--- src/design/rmpc_pkg.sv ---
// Package for the redriver mode and power control block.
// Assumes a 100 MHz system clock and synchronous, already-sampled strap levels.
`default_nettype none
package rmpc_pkg;
	// Four-level strap levels
	typedef enum logic [1:0] {
		LVL_ZERO = 2'h0,
		LVL_R = 2'h1,
		LVL_F = 2'h2,
		LVL_ONE = 2'h3
	} rmpc_level_t;
	// Power states, one-hot
	typedef enum logic [2:0] {
		ST_POWER_DOWN = 3'h1,
		ST_STANDBY = 3'h2,
		ST_NORMAL = 3'h4
	} rmpc_state_t;
	// Register-mode control bits from the serial register file
	typedef struct packed {
		logic power_down_request;
		logic standby_inhibit;
		logic hot_plug_power_down_inhibit;
		logic snoop_enable;
		logic lane_swap;
		logic linear_mode;
		logic alt_link_mode;
	} rmpc_regs_t;
	// Decoded configuration seen by the analog side
	typedef struct packed {
		logic register_mode;
		logic buffer_enable;
		logic snoop_enable;
		logic lane_swap;
		logic alt_link_mode;
		logic term_300_always;
		logic term_open_low_rate;
		logic linear_mode;
		logic [1:0] equalizer;
		logic [1:0] swing;
		logic [1:0] emphasis;
	} rmpc_cfg_t;
	// Lane power controls
	typedef struct packed {
		logic clock_receiver_on;
		logic all_receivers_on;
		logic transmitters_on;
		logic channel_on;
	} rmpc_power_t;
	localparam int CLK_PERIOD_NS = 10;
	localparam int PD_DELAY_US = 100;
	localparam int STBY_QUAL_US = 100;
	localparam int DEBOUNCE_US = 10;
	localparam int STBY_ENTRY_US = 10;
	localparam int PD_DELAY_CYC = PD_DELAY_US * 1000 / CLK_PERIOD_NS;
	localparam int STBY_QUAL_CYC = STBY_QUAL_US * 1000 / CLK_PERIOD_NS;
	localparam int DEBOUNCE_CYC = (DEBOUNCE_US * 1000 + CLK_PERIOD_NS - 1) / CLK_PERIOD_NS;
	localparam int STBY_ENTRY_CYC = STBY_ENTRY_US * 1000 / CLK_PERIOD_NS;
	localparam logic [6:0] SNOOP_TARGET = 7'h54;
	localparam logic [7:0] SNOOP_OFFSET = 8'h20;
	localparam int RATIO_BIT = 1;
	localparam logic [6:0] ADDR_BASE_0 = 7'h5e;
	localparam logic [6:0] ADDR_BASE_R = 7'h5d;
	localparam logic [6:0] ADDR_BASE_F = 7'h5c;
	localparam logic [6:0] ADDR_BASE_1 = 7'h5b;
endpackage : rmpc_pkg
`default_nettype wire

--- src/design/rmpc_top.sv ---
// Mode decode, channel snoop and power state control of a video-link redriver.
// Assumes strap and line inputs are synchronous to clk_sys_in.
`default_nettype none
module rmpc_top (
	input wire logic clk_sys_in,
	input wire logic rst_in,
	input wire logic enable_in,
	input wire logic hot_plug_input_in,
	input wire logic clock_idle_in,
	input wire rmpc_pkg::rmpc_level_t mode_pin_in,
	input wire rmpc_pkg::rmpc_level_t address_equalizer_strap_in,
	input wire logic [1:0] equalizer_straps_in,
	input wire logic clock_configuration_strap_in,
	input wire logic data_configuration_strap_in,
	input wire logic coupling_select_pin_in,
	input wire logic hot_plug_output_select_in,
	input wire logic [1:0] swing_strap_in,
	input wire logic [1:0] emphasis_strap_in,
	input wire logic linear_strap_in,
	input wire rmpc_pkg::rmpc_regs_t regs_in,
	input wire logic low_side_channel_clock_in,
	input wire logic low_side_channel_data_in,
	output logic [6:0] target_address_out,
	output logic serial_lines_enable_out,
	output rmpc_pkg::rmpc_cfg_t cfg_out,
	output rmpc_pkg::rmpc_power_t power_out,
	output rmpc_pkg::rmpc_state_t state_out,
	output logic power_down_request_out,
	output logic clock_ratio_bit_out,
	output logic hot_plug_output_out,
	output logic hot_plug_output_oe_out
);
	rmpc_pkg::rmpc_state_t state_reg, state_next;
	logic sampled_reg;
	logic reg_mode_reg, buffer_en_reg, coupling_reg, out_sel_reg, data_strap_reg;
	logic [1:0] eq_reg, swing_reg, emph_reg;
	logic linear_reg;
	logic [6:0] addr_reg;
	logic clk_strap_reg;
	logic [31:0] hp_low_cnt_reg, hp_high_cnt_reg;
	logic [15:0] det_cnt_reg, idle_cnt_reg;
	logic ratio_reg;
	logic pd_req;
	logic alt_mode;
	logic snoop_on;
	logic hp_eff;
	logic signal_valid;
	logic idle_qual;

	function automatic logic [6:0] addr_of(input rmpc_pkg::rmpc_level_t lvl);
		case (lvl)
			rmpc_pkg::LVL_ZERO: addr_of = rmpc_pkg::ADDR_BASE_0;
			rmpc_pkg::LVL_R: addr_of = rmpc_pkg::ADDR_BASE_R;
			rmpc_pkg::LVL_F: addr_of = rmpc_pkg::ADDR_BASE_F;
			default: addr_of = rmpc_pkg::ADDR_BASE_1;
		endcase
	endfunction : addr_of

	always_ff @(posedge clk_sys_in or posedge rst_in) begin
		if (rst_in) begin
			sampled_reg <= 1'b0;
			reg_mode_reg <= 1'b0;
			buffer_en_reg <= 1'b0;
			coupling_reg <= 1'b0;
			out_sel_reg <= 1'b0;
			data_strap_reg <= 1'b0;
			eq_reg <= 2'h0;
			swing_reg <= 2'h0;
			emph_reg <= 2'h0;
			linear_reg <= 1'b0;
			addr_reg <= 7'h00;
		end else if (!sampled_reg) begin
			sampled_reg <= 1'b1;
			reg_mode_reg <= (mode_pin_in == rmpc_pkg::LVL_F);
			buffer_en_reg <= (mode_pin_in == rmpc_pkg::LVL_ZERO);
			coupling_reg <= coupling_select_pin_in;
			out_sel_reg <= hot_plug_output_select_in;
			data_strap_reg <= data_configuration_strap_in;
			eq_reg <= equalizer_straps_in;
			swing_reg <= swing_strap_in;
			emph_reg <= emphasis_strap_in;
			linear_reg <= linear_strap_in;
			addr_reg <= addr_of(address_equalizer_strap_in);
		end
	end

	always_ff @(posedge clk_sys_in or posedge rst_in) begin
		if (rst_in) begin
			clk_strap_reg <= 1'b0;
		end else begin
			clk_strap_reg <= clock_configuration_strap_in;
		end
	end

	// Register mode powers up requested down
	assign pd_req = !sampled_reg || (reg_mode_reg && regs_in.power_down_request);
	assign alt_mode = reg_mode_reg ? regs_in.alt_link_mode : (coupling_reg && clk_strap_reg);
	assign snoop_on = reg_mode_reg ? regs_in.snoop_enable : !alt_mode;
	assign hp_eff = hot_plug_input_in || (reg_mode_reg && regs_in.hot_plug_power_down_inhibit);

	always_ff @(posedge clk_sys_in or posedge rst_in) begin
		if (rst_in) begin
			hp_low_cnt_reg <= 32'h0;
			hp_high_cnt_reg <= 32'h0;
		end else begin
			hp_low_cnt_reg <= hp_eff ? 32'h0 :
				(hp_low_cnt_reg < 32'(rmpc_pkg::PD_DELAY_CYC) ? hp_low_cnt_reg + 32'h1 : hp_low_cnt_reg);
			hp_high_cnt_reg <= !hp_eff ? 32'h0 :
				(hp_high_cnt_reg < 32'(rmpc_pkg::STBY_QUAL_CYC) ? hp_high_cnt_reg + 32'h1 : hp_high_cnt_reg);
		end
	end

	always_ff @(posedge clk_sys_in or posedge rst_in) begin
		if (rst_in) begin
			det_cnt_reg <= 16'h0;
			idle_cnt_reg <= 16'h0;
		end else begin
			det_cnt_reg <= clock_idle_in ? 16'h0 :
				(det_cnt_reg < 16'(rmpc_pkg::DEBOUNCE_CYC) ? det_cnt_reg + 16'h1 : det_cnt_reg);
			idle_cnt_reg <= !clock_idle_in ? 16'h0 :
				(idle_cnt_reg < 16'(rmpc_pkg::STBY_ENTRY_CYC) ? idle_cnt_reg + 16'h1 : idle_cnt_reg);
		end
	end
	assign signal_valid = (det_cnt_reg >= 16'(rmpc_pkg::DEBOUNCE_CYC));
	assign idle_qual = clock_idle_in && (idle_cnt_reg < 16'(rmpc_pkg::STBY_ENTRY_CYC));

	// Power state transitions
	always_comb begin
		state_next = state_reg;
		case (state_reg)
			rmpc_pkg::ST_POWER_DOWN: begin
				if (enable_in && !pd_req && hp_high_cnt_reg >= 32'(rmpc_pkg::STBY_QUAL_CYC)) begin
					state_next = rmpc_pkg::ST_STANDBY;
				end
			end
			rmpc_pkg::ST_STANDBY: begin
				if (signal_valid || (reg_mode_reg && regs_in.standby_inhibit) || alt_mode) begin
					state_next = rmpc_pkg::ST_NORMAL;
				end
			end
			rmpc_pkg::ST_NORMAL: begin
				if (clock_idle_in && !(reg_mode_reg && regs_in.standby_inhibit) && !alt_mode) begin
					state_next = rmpc_pkg::ST_STANDBY;
				end
			end
			default: state_next = rmpc_pkg::ST_POWER_DOWN;
		endcase
		if (!enable_in || pd_req || hp_low_cnt_reg >= 32'(rmpc_pkg::PD_DELAY_CYC)) begin
			state_next = rmpc_pkg::ST_POWER_DOWN;
		end
	end

	always_ff @(posedge clk_sys_in or posedge rst_in) begin
		if (rst_in) begin
			state_reg <= rmpc_pkg::ST_POWER_DOWN;
		end else begin
			state_reg <= state_next;
		end
	end

	logic scl_d_reg, sda_d_reg, active_reg, match_reg, rw_reg;
	logic [3:0] bit_cnt_reg;
	logic [7:0] shift_reg;
	logic [1:0] byte_idx_reg;
	logic [7:0] offs_reg;
	logic ack_slot;
	wire start_cond = scl_d_reg && low_side_channel_clock_in && sda_d_reg && !low_side_channel_data_in;
	wire stop_cond = scl_d_reg && low_side_channel_clock_in && !sda_d_reg && low_side_channel_data_in;
	wire scl_rise = !scl_d_reg && low_side_channel_clock_in;
	assign ack_slot = (bit_cnt_reg == 4'h8);
	always_ff @(posedge clk_sys_in or posedge rst_in) begin
		if (rst_in) begin
			scl_d_reg <= 1'b1;
			sda_d_reg <= 1'b1;
			active_reg <= 1'b0;
			match_reg <= 1'b0;
			rw_reg <= 1'b0;
			bit_cnt_reg <= 4'h0;
			shift_reg <= 8'h00;
			byte_idx_reg <= 2'h0;
			offs_reg <= 8'h00;
		end else begin
			scl_d_reg <= low_side_channel_clock_in;
			sda_d_reg <= low_side_channel_data_in;
			if (start_cond) begin
				active_reg <= 1'b1;
				bit_cnt_reg <= 4'h0;
				byte_idx_reg <= 2'h0;
			end else if (stop_cond) begin
				active_reg <= 1'b0;
			end else if (active_reg && scl_rise) begin
				if (ack_slot) begin
					bit_cnt_reg <= 4'h0;
					if (byte_idx_reg != 2'h3) begin
						byte_idx_reg <= byte_idx_reg + 2'h1;
					end
					if (byte_idx_reg == 2'h0) begin
						match_reg <= (shift_reg[7:1] == rmpc_pkg::SNOOP_TARGET);
						rw_reg <= shift_reg[0];
					end else if (byte_idx_reg == 2'h1 && !rw_reg) begin
						offs_reg <= shift_reg;
					end
				end else begin
					shift_reg <= {shift_reg[6:0], low_side_channel_data_in};
					bit_cnt_reg <= bit_cnt_reg + 4'h1;
				end
			end
		end
	end

	// Rate reverts on power-down, kept in standby
	always_ff @(posedge clk_sys_in or posedge rst_in) begin
		if (rst_in) begin
			ratio_reg <= 1'b0;
		end else if (state_reg == rmpc_pkg::ST_POWER_DOWN) begin
			ratio_reg <= 1'b0;
		end else if (snoop_on && active_reg && scl_rise && ack_slot && match_reg
			&& byte_idx_reg == (rw_reg ? 2'h1 : 2'h2) && offs_reg == rmpc_pkg::SNOOP_OFFSET) begin
			ratio_reg <= shift_reg[rmpc_pkg::RATIO_BIT];
		end
	end

	assign state_out = state_reg;
	assign power_down_request_out = pd_req;
	assign clock_ratio_bit_out = ratio_reg;
	assign target_address_out = addr_reg;
	assign serial_lines_enable_out = enable_in && reg_mode_reg;

	always_comb begin
		power_out.clock_receiver_on = (state_reg != rmpc_pkg::ST_POWER_DOWN);
		power_out.all_receivers_on = (state_reg == rmpc_pkg::ST_NORMAL);
		power_out.transmitters_on = (state_reg == rmpc_pkg::ST_NORMAL);
		power_out.channel_on = (state_reg != rmpc_pkg::ST_POWER_DOWN) && buffer_en_reg;
	end

	always_comb begin
		cfg_out.register_mode = reg_mode_reg;
		cfg_out.buffer_enable = buffer_en_reg;
		cfg_out.snoop_enable = snoop_on;
		cfg_out.alt_link_mode = alt_mode;
		cfg_out.lane_swap = reg_mode_reg ? regs_in.lane_swap : data_strap_reg;
		cfg_out.term_300_always = !reg_mode_reg && !coupling_reg && clk_strap_reg;
		cfg_out.term_open_low_rate = !reg_mode_reg && !coupling_reg && !clk_strap_reg;
		cfg_out.linear_mode = reg_mode_reg ? regs_in.linear_mode : linear_reg;
		cfg_out.equalizer = reg_mode_reg ? 2'h0 : eq_reg;
		cfg_out.swing = (reg_mode_reg || cfg_out.linear_mode) ? 2'h0 : swing_reg;
		cfg_out.emphasis = (reg_mode_reg || cfg_out.linear_mode) ? 2'h0 : emph_reg;
	end

	// Hot-plug output low while power-down requested
	always_comb begin
		hot_plug_output_oe_out = enable_in;
		if (pd_req || state_reg == rmpc_pkg::ST_POWER_DOWN) begin
			hot_plug_output_out = 1'b0;
		end else begin
			hot_plug_output_out = hp_eff;
		end
	end

	property p_hpd_low;
		@(posedge clk_sys_in) disable iff (rst_in) pd_req |-> !hot_plug_output_out;
	endproperty
	a_hpd_low: assert property (p_hpd_low) else $error("hot-plug high while down requested");
	property p_pd_entry;
		@(posedge clk_sys_in) disable iff (rst_in) !enable_in |=> state_reg == rmpc_pkg::ST_POWER_DOWN;
	endproperty
	a_pd_entry: assert property (p_pd_entry) else $error("no power-down when disabled");
	property p_rate_reset;
		@(posedge clk_sys_in) disable iff (rst_in)
			state_reg == rmpc_pkg::ST_POWER_DOWN |=> !ratio_reg;
	endproperty
	a_rate_reset: assert property (p_rate_reset) else $error("rate kept in power-down");
	property p_normal_tx;
		@(posedge clk_sys_in) disable iff (rst_in)
			power_out.transmitters_on |-> state_reg == rmpc_pkg::ST_NORMAL;
	endproperty
	a_normal_tx: assert property (p_normal_tx) else $error("transmit outside normal");
	property p_idle_back;
		@(posedge clk_sys_in) disable iff (rst_in)
			state_reg == rmpc_pkg::ST_NORMAL && clock_idle_in && !alt_mode && enable_in
			&& !(reg_mode_reg && regs_in.standby_inhibit) |=> state_reg != rmpc_pkg::ST_NORMAL;
	endproperty
	a_idle_back: assert property (p_idle_back) else $error("normal kept while idle");
	property p_released;
		@(posedge clk_sys_in) disable iff (rst_in) !enable_in |-> !hot_plug_output_oe_out && !serial_lines_enable_out;
	endproperty
	a_released: assert property (p_released) else $error("lines driven while disabled");
	property p_alt_snoop;
		@(posedge clk_sys_in) disable iff (rst_in) (!reg_mode_reg && alt_mode) |-> !snoop_on;
	endproperty
	a_alt_snoop: assert property (p_alt_snoop) else $error("snoop on in alternate mode");
	property p_qual;
		@(posedge clk_sys_in) disable iff (rst_in)
			$past(state_reg) == rmpc_pkg::ST_POWER_DOWN && state_reg == rmpc_pkg::ST_STANDBY
			|-> $past(hp_high_cnt_reg) >= 32'(rmpc_pkg::STBY_QUAL_CYC);
	endproperty
	a_qual: assert property (p_qual) else $error("standby without qualification");
	wire unused_ok = idle_qual ^ out_sel_reg;
endmodule : rmpc_top
`default_nettype wire

--- config.mk ---
export PLATFORM = sky130hd
export DESIGN_NAME = rmpc_top
export DESIGN_NICKNAME = d
export VERILOG_FILES = /design/src/design/rmpc_pkg.sv /design/src/design/rmpc_top.sv
export SDC_FILE = /design/constraint.sdc
export NUM_CORES = 1
export LEC_CHECK = 0
export ABC_CLOCK_PERIOD_IN_PS = 5050
export BUFFER_PORTS_ARGS = -buffer_cell sky130_fd_sc_hd__buf_2
export CAP_MARGIN = 10
export CORE_UTILIZATION = 45
export DETAILED_ROUTE_END_ITERATION = 12
export PLACE_DENSITY_LB_ADDON = 0.3
export SKIP_CTS_REPAIR_TIMING = 1
export SYNTH_ARGS = -nofsm -noshare
export SYNTH_HDL_FRONTEND = slang
export SYNTH_SLANG_ARGS = --single-unit
export TNS_END_PERCENT = 1
--- constraint.sdc ---
create_clock -name clk_sys_in -period 5.05 [get_ports clk_sys_in]
set_clock_uncertainty 0.05 [all_clocks]
set_input_delay 1.01 -clock clk_sys_in [delete_from_list [all_inputs] [get_ports clk_sys_in]]
set_output_delay 1.01 -clock clk_sys_in [all_outputs]
set_load 0.05 [all_outputs]
==> results.cfg <==
[layout]
mostFrequentLayoutCell = dfrtp_1
layout_common_cells = dfrtp_1 (125), buf_2 (59), nand2_1 (46)
final_nets = 641
syn_to_final_growth_pct = 16.5
drive_above_1_share_pct = 21.9
n_antenna_cell = 0

[global_route]
grt_max_degree = 86
grt.overflow.total = 0
antenna_found_initial = 1
grt_usage_pct = 18.7
grt_pass1_wl_um = 19100
grt_pass1_vias = 4055

[synth]
yosysTopAreaCell = dfrtp_1
netlist_instances = 543
synth-simple-area-share_pct = 22.5
synth_edf_count = 0
ys_seq_area_share_pct = 54.7
synth.avg_cell_area_um2 = 10.8
synth-adder-area-share_pct = 2.78
synth_compound_area_share_pct = 7.47
syn_nets = 585
yosys_warnings = 0
synth_top_cell_area_share_pct = 53.4
synthTopCellsByArea = dfrtp_1 (53%), mux2_2 (5.6%), and2_1 (4.6%), nand2_1 (2.9%), ha_1 (2.8%)
synth_top_family_by_area = simple AND/OR/NAND/NOR gates
async_reset_ff_share_pct = 100
synth-xor-area-share_pct = 2.39
synthesis.area_um2 = 5860
synth.area.mux_share_pct = 6.43
yosysUniqueCellTypes = 50
synth_flop_cell = dfrtp_1
synth-seq-cells = 128

[die]
die-area_um2 = 13500
die_height_um = 116
initial_core_util_pct = 46.3
fp.coreArea_um2 = 12700
fp.dieW_um = 116
rows = 41
io_pins = 62

[clock_network]
clockBufferDepth = 2
htreeDepth = 4
clock-sinks = 128
cts-root-buf = clkbuf_16
numCtsBuffers = 17
cts_tree = built
cts.clk_slew.worst_paths_ps = 50
clkLatencyLatePin_ps = 410

[power_and_ir_drop]
p_seq_share_pct = 45.2
p_leak_uw = 0.00320
combPwrFrac_pct = 10.7
total_power_uw = 2600
powerDensity_nw_per_um2 = 381
netSwitchingPower_uw = 655
power.clock.fraction_pct = 44.1
swShare_pct = 25.2
vdd_drop_max_mv = 0.230
intPower_uw = 1950

[route]
first_pass_iters = 5
drt_iter0_drc = 299
viasPerCell = 5.33
route.detailed.drc = 0
routedWlPerCell_um = 14.4
routed_wl_um = 11300
ant_nets = 0
via_count = 4176

[worst_setup_path]
end_kind = primary output
cp_max_fo = 17
cp-start-kind = flip-flop
critPathTopFamily = flip-flops
slowest_stage = dfrtp_1
path_buf_inv = 1
crit_chain = nand3b_1, a21boi_0, buf_2
cp_data_arrival_time_ps = 2290
worstPathRequired_ps = 3990
critPathKind = flip-flop to primary output
cpPeakStageDelay_ps = 710

[sta]
period_minus_slack_ps = 3350
fmax_ghz = 0.298
tightest_slew_ps = 1050
relSlewSlack_pct = 30.2
final-setup-viol-count = 0
drv_slew = 0
rsz0062_at_grt = false
post-route-period-util_pct = 66.3
setup_tns_ps = 0
final_hold_viol_count = 0

[placement]
place_hpwl_um = 7520
routabilityCongestion = 0.795
port_buffers = 59

[hold_path]
hp-class = flip-flop to flip-flop

[run_status]
status = finished clean

[flow_run]
max_cap_violations = 0
==> cell type report <==
class	instances	area, um2
fill	1111	5840
timing repair buffer	62	318
tap	172	215
inverter	21	81.3
multi-input combinational	369	2450
sequential	128	3210
clock buffer	26	509
clock inverter	5	52.6
==> worst paths after layout <==
kind	startpoint	cells past startpoint	slack (ps)	endpoint
setup reg to reg	reg_mode_reg	5	2490	clock_ratio_bit_out
hold reg to reg	hp_low_cnt_reg[16]	1	430	hp_low_cnt_reg[16]
min in group asynchronous	rst_in	2	820	state_out[2]
hold / removal	hp_low_cnt_reg[16]	1	430	hp_low_cnt_reg[16]
setup / recovery	reg_mode_reg	3	1700	cfg_out[11]
max in group asynchronous	rst_in	3	3230	scl_d_reg
==> power groups by stage <==
stage / Clock (uW) / Sequential [uW] / Combinational, uW
floorplan: 0 / 1180 / 219
global placement: 0 / 1190 / 269
detailed placement: 0 / 1190 / 282
CTS: 1170 / 1180 / 285
global route: 1220 / 1190 / 311
finish: 1150 / 1180 / 279
==> kinds of logic after synthesis <==
group / after synthesis
xor+xnor: 16
buf+inv: 46
other cells: 2
simple gates: 237
compound gates: 67
fa+ha+maj: 13
mux: 34
flops: 128
==> Yosys cell counts (all sizes together), types with 4 or more instances <==
library cell  number
a21oi             21
a31o               5
and2              43
and3               7
buf               10
clkbuf            15
dfrtp            125
ha                13
inv               21
mux2              29
mux2i              5
nand2             46
nand2b             5
nand3             13
nand3b             5
nand4             12
nor2              41
nor2b             11
nor3              12
nor3b              4
nor4              18
nor4b              4
o21ai             17
o31ai              9
xnor2             16
==> stage by stage <==
step / cell area, um2 / hold slack, ps / cells / setup slack [ps] / util [%]
2_1_floorplan: 5860 / 392 / 543 / 582 / -
3_3_place_gp: 6270 / 418 / 752 / 1920 / 49.5
3_5_place_dp: 6270 / 422 / 752 / 1920 / 49.5
4_1_cts: 6830 / 437 / 783 / 1660 / 53.9
5_1_grt: 6830 / 443 / 783 / 1590 / 53.9
6_report: 6830 / 432 / 783 / 1700 / 53.9
==> worst reg2reg max path, delay by kind of cell, from the launching register on <==
family           cells  cell delay, ps
AO/OA/AOI/OAI        1             480
multiplexers         1             260
AND/OR/NAND/NOR      3             910
flip-flops           1             710
==> per-layer routing <==
metal	up-vias	track usage, %	part of all wire (%)
met5	-	0	0
met4	0	8.21	1.4
met3	14	5.81	4.3
met1	2064	24.1	48
met2	92	29.4	47
li1	2006	-	-
No activity file was read; power rests on OpenSTA's default activity.
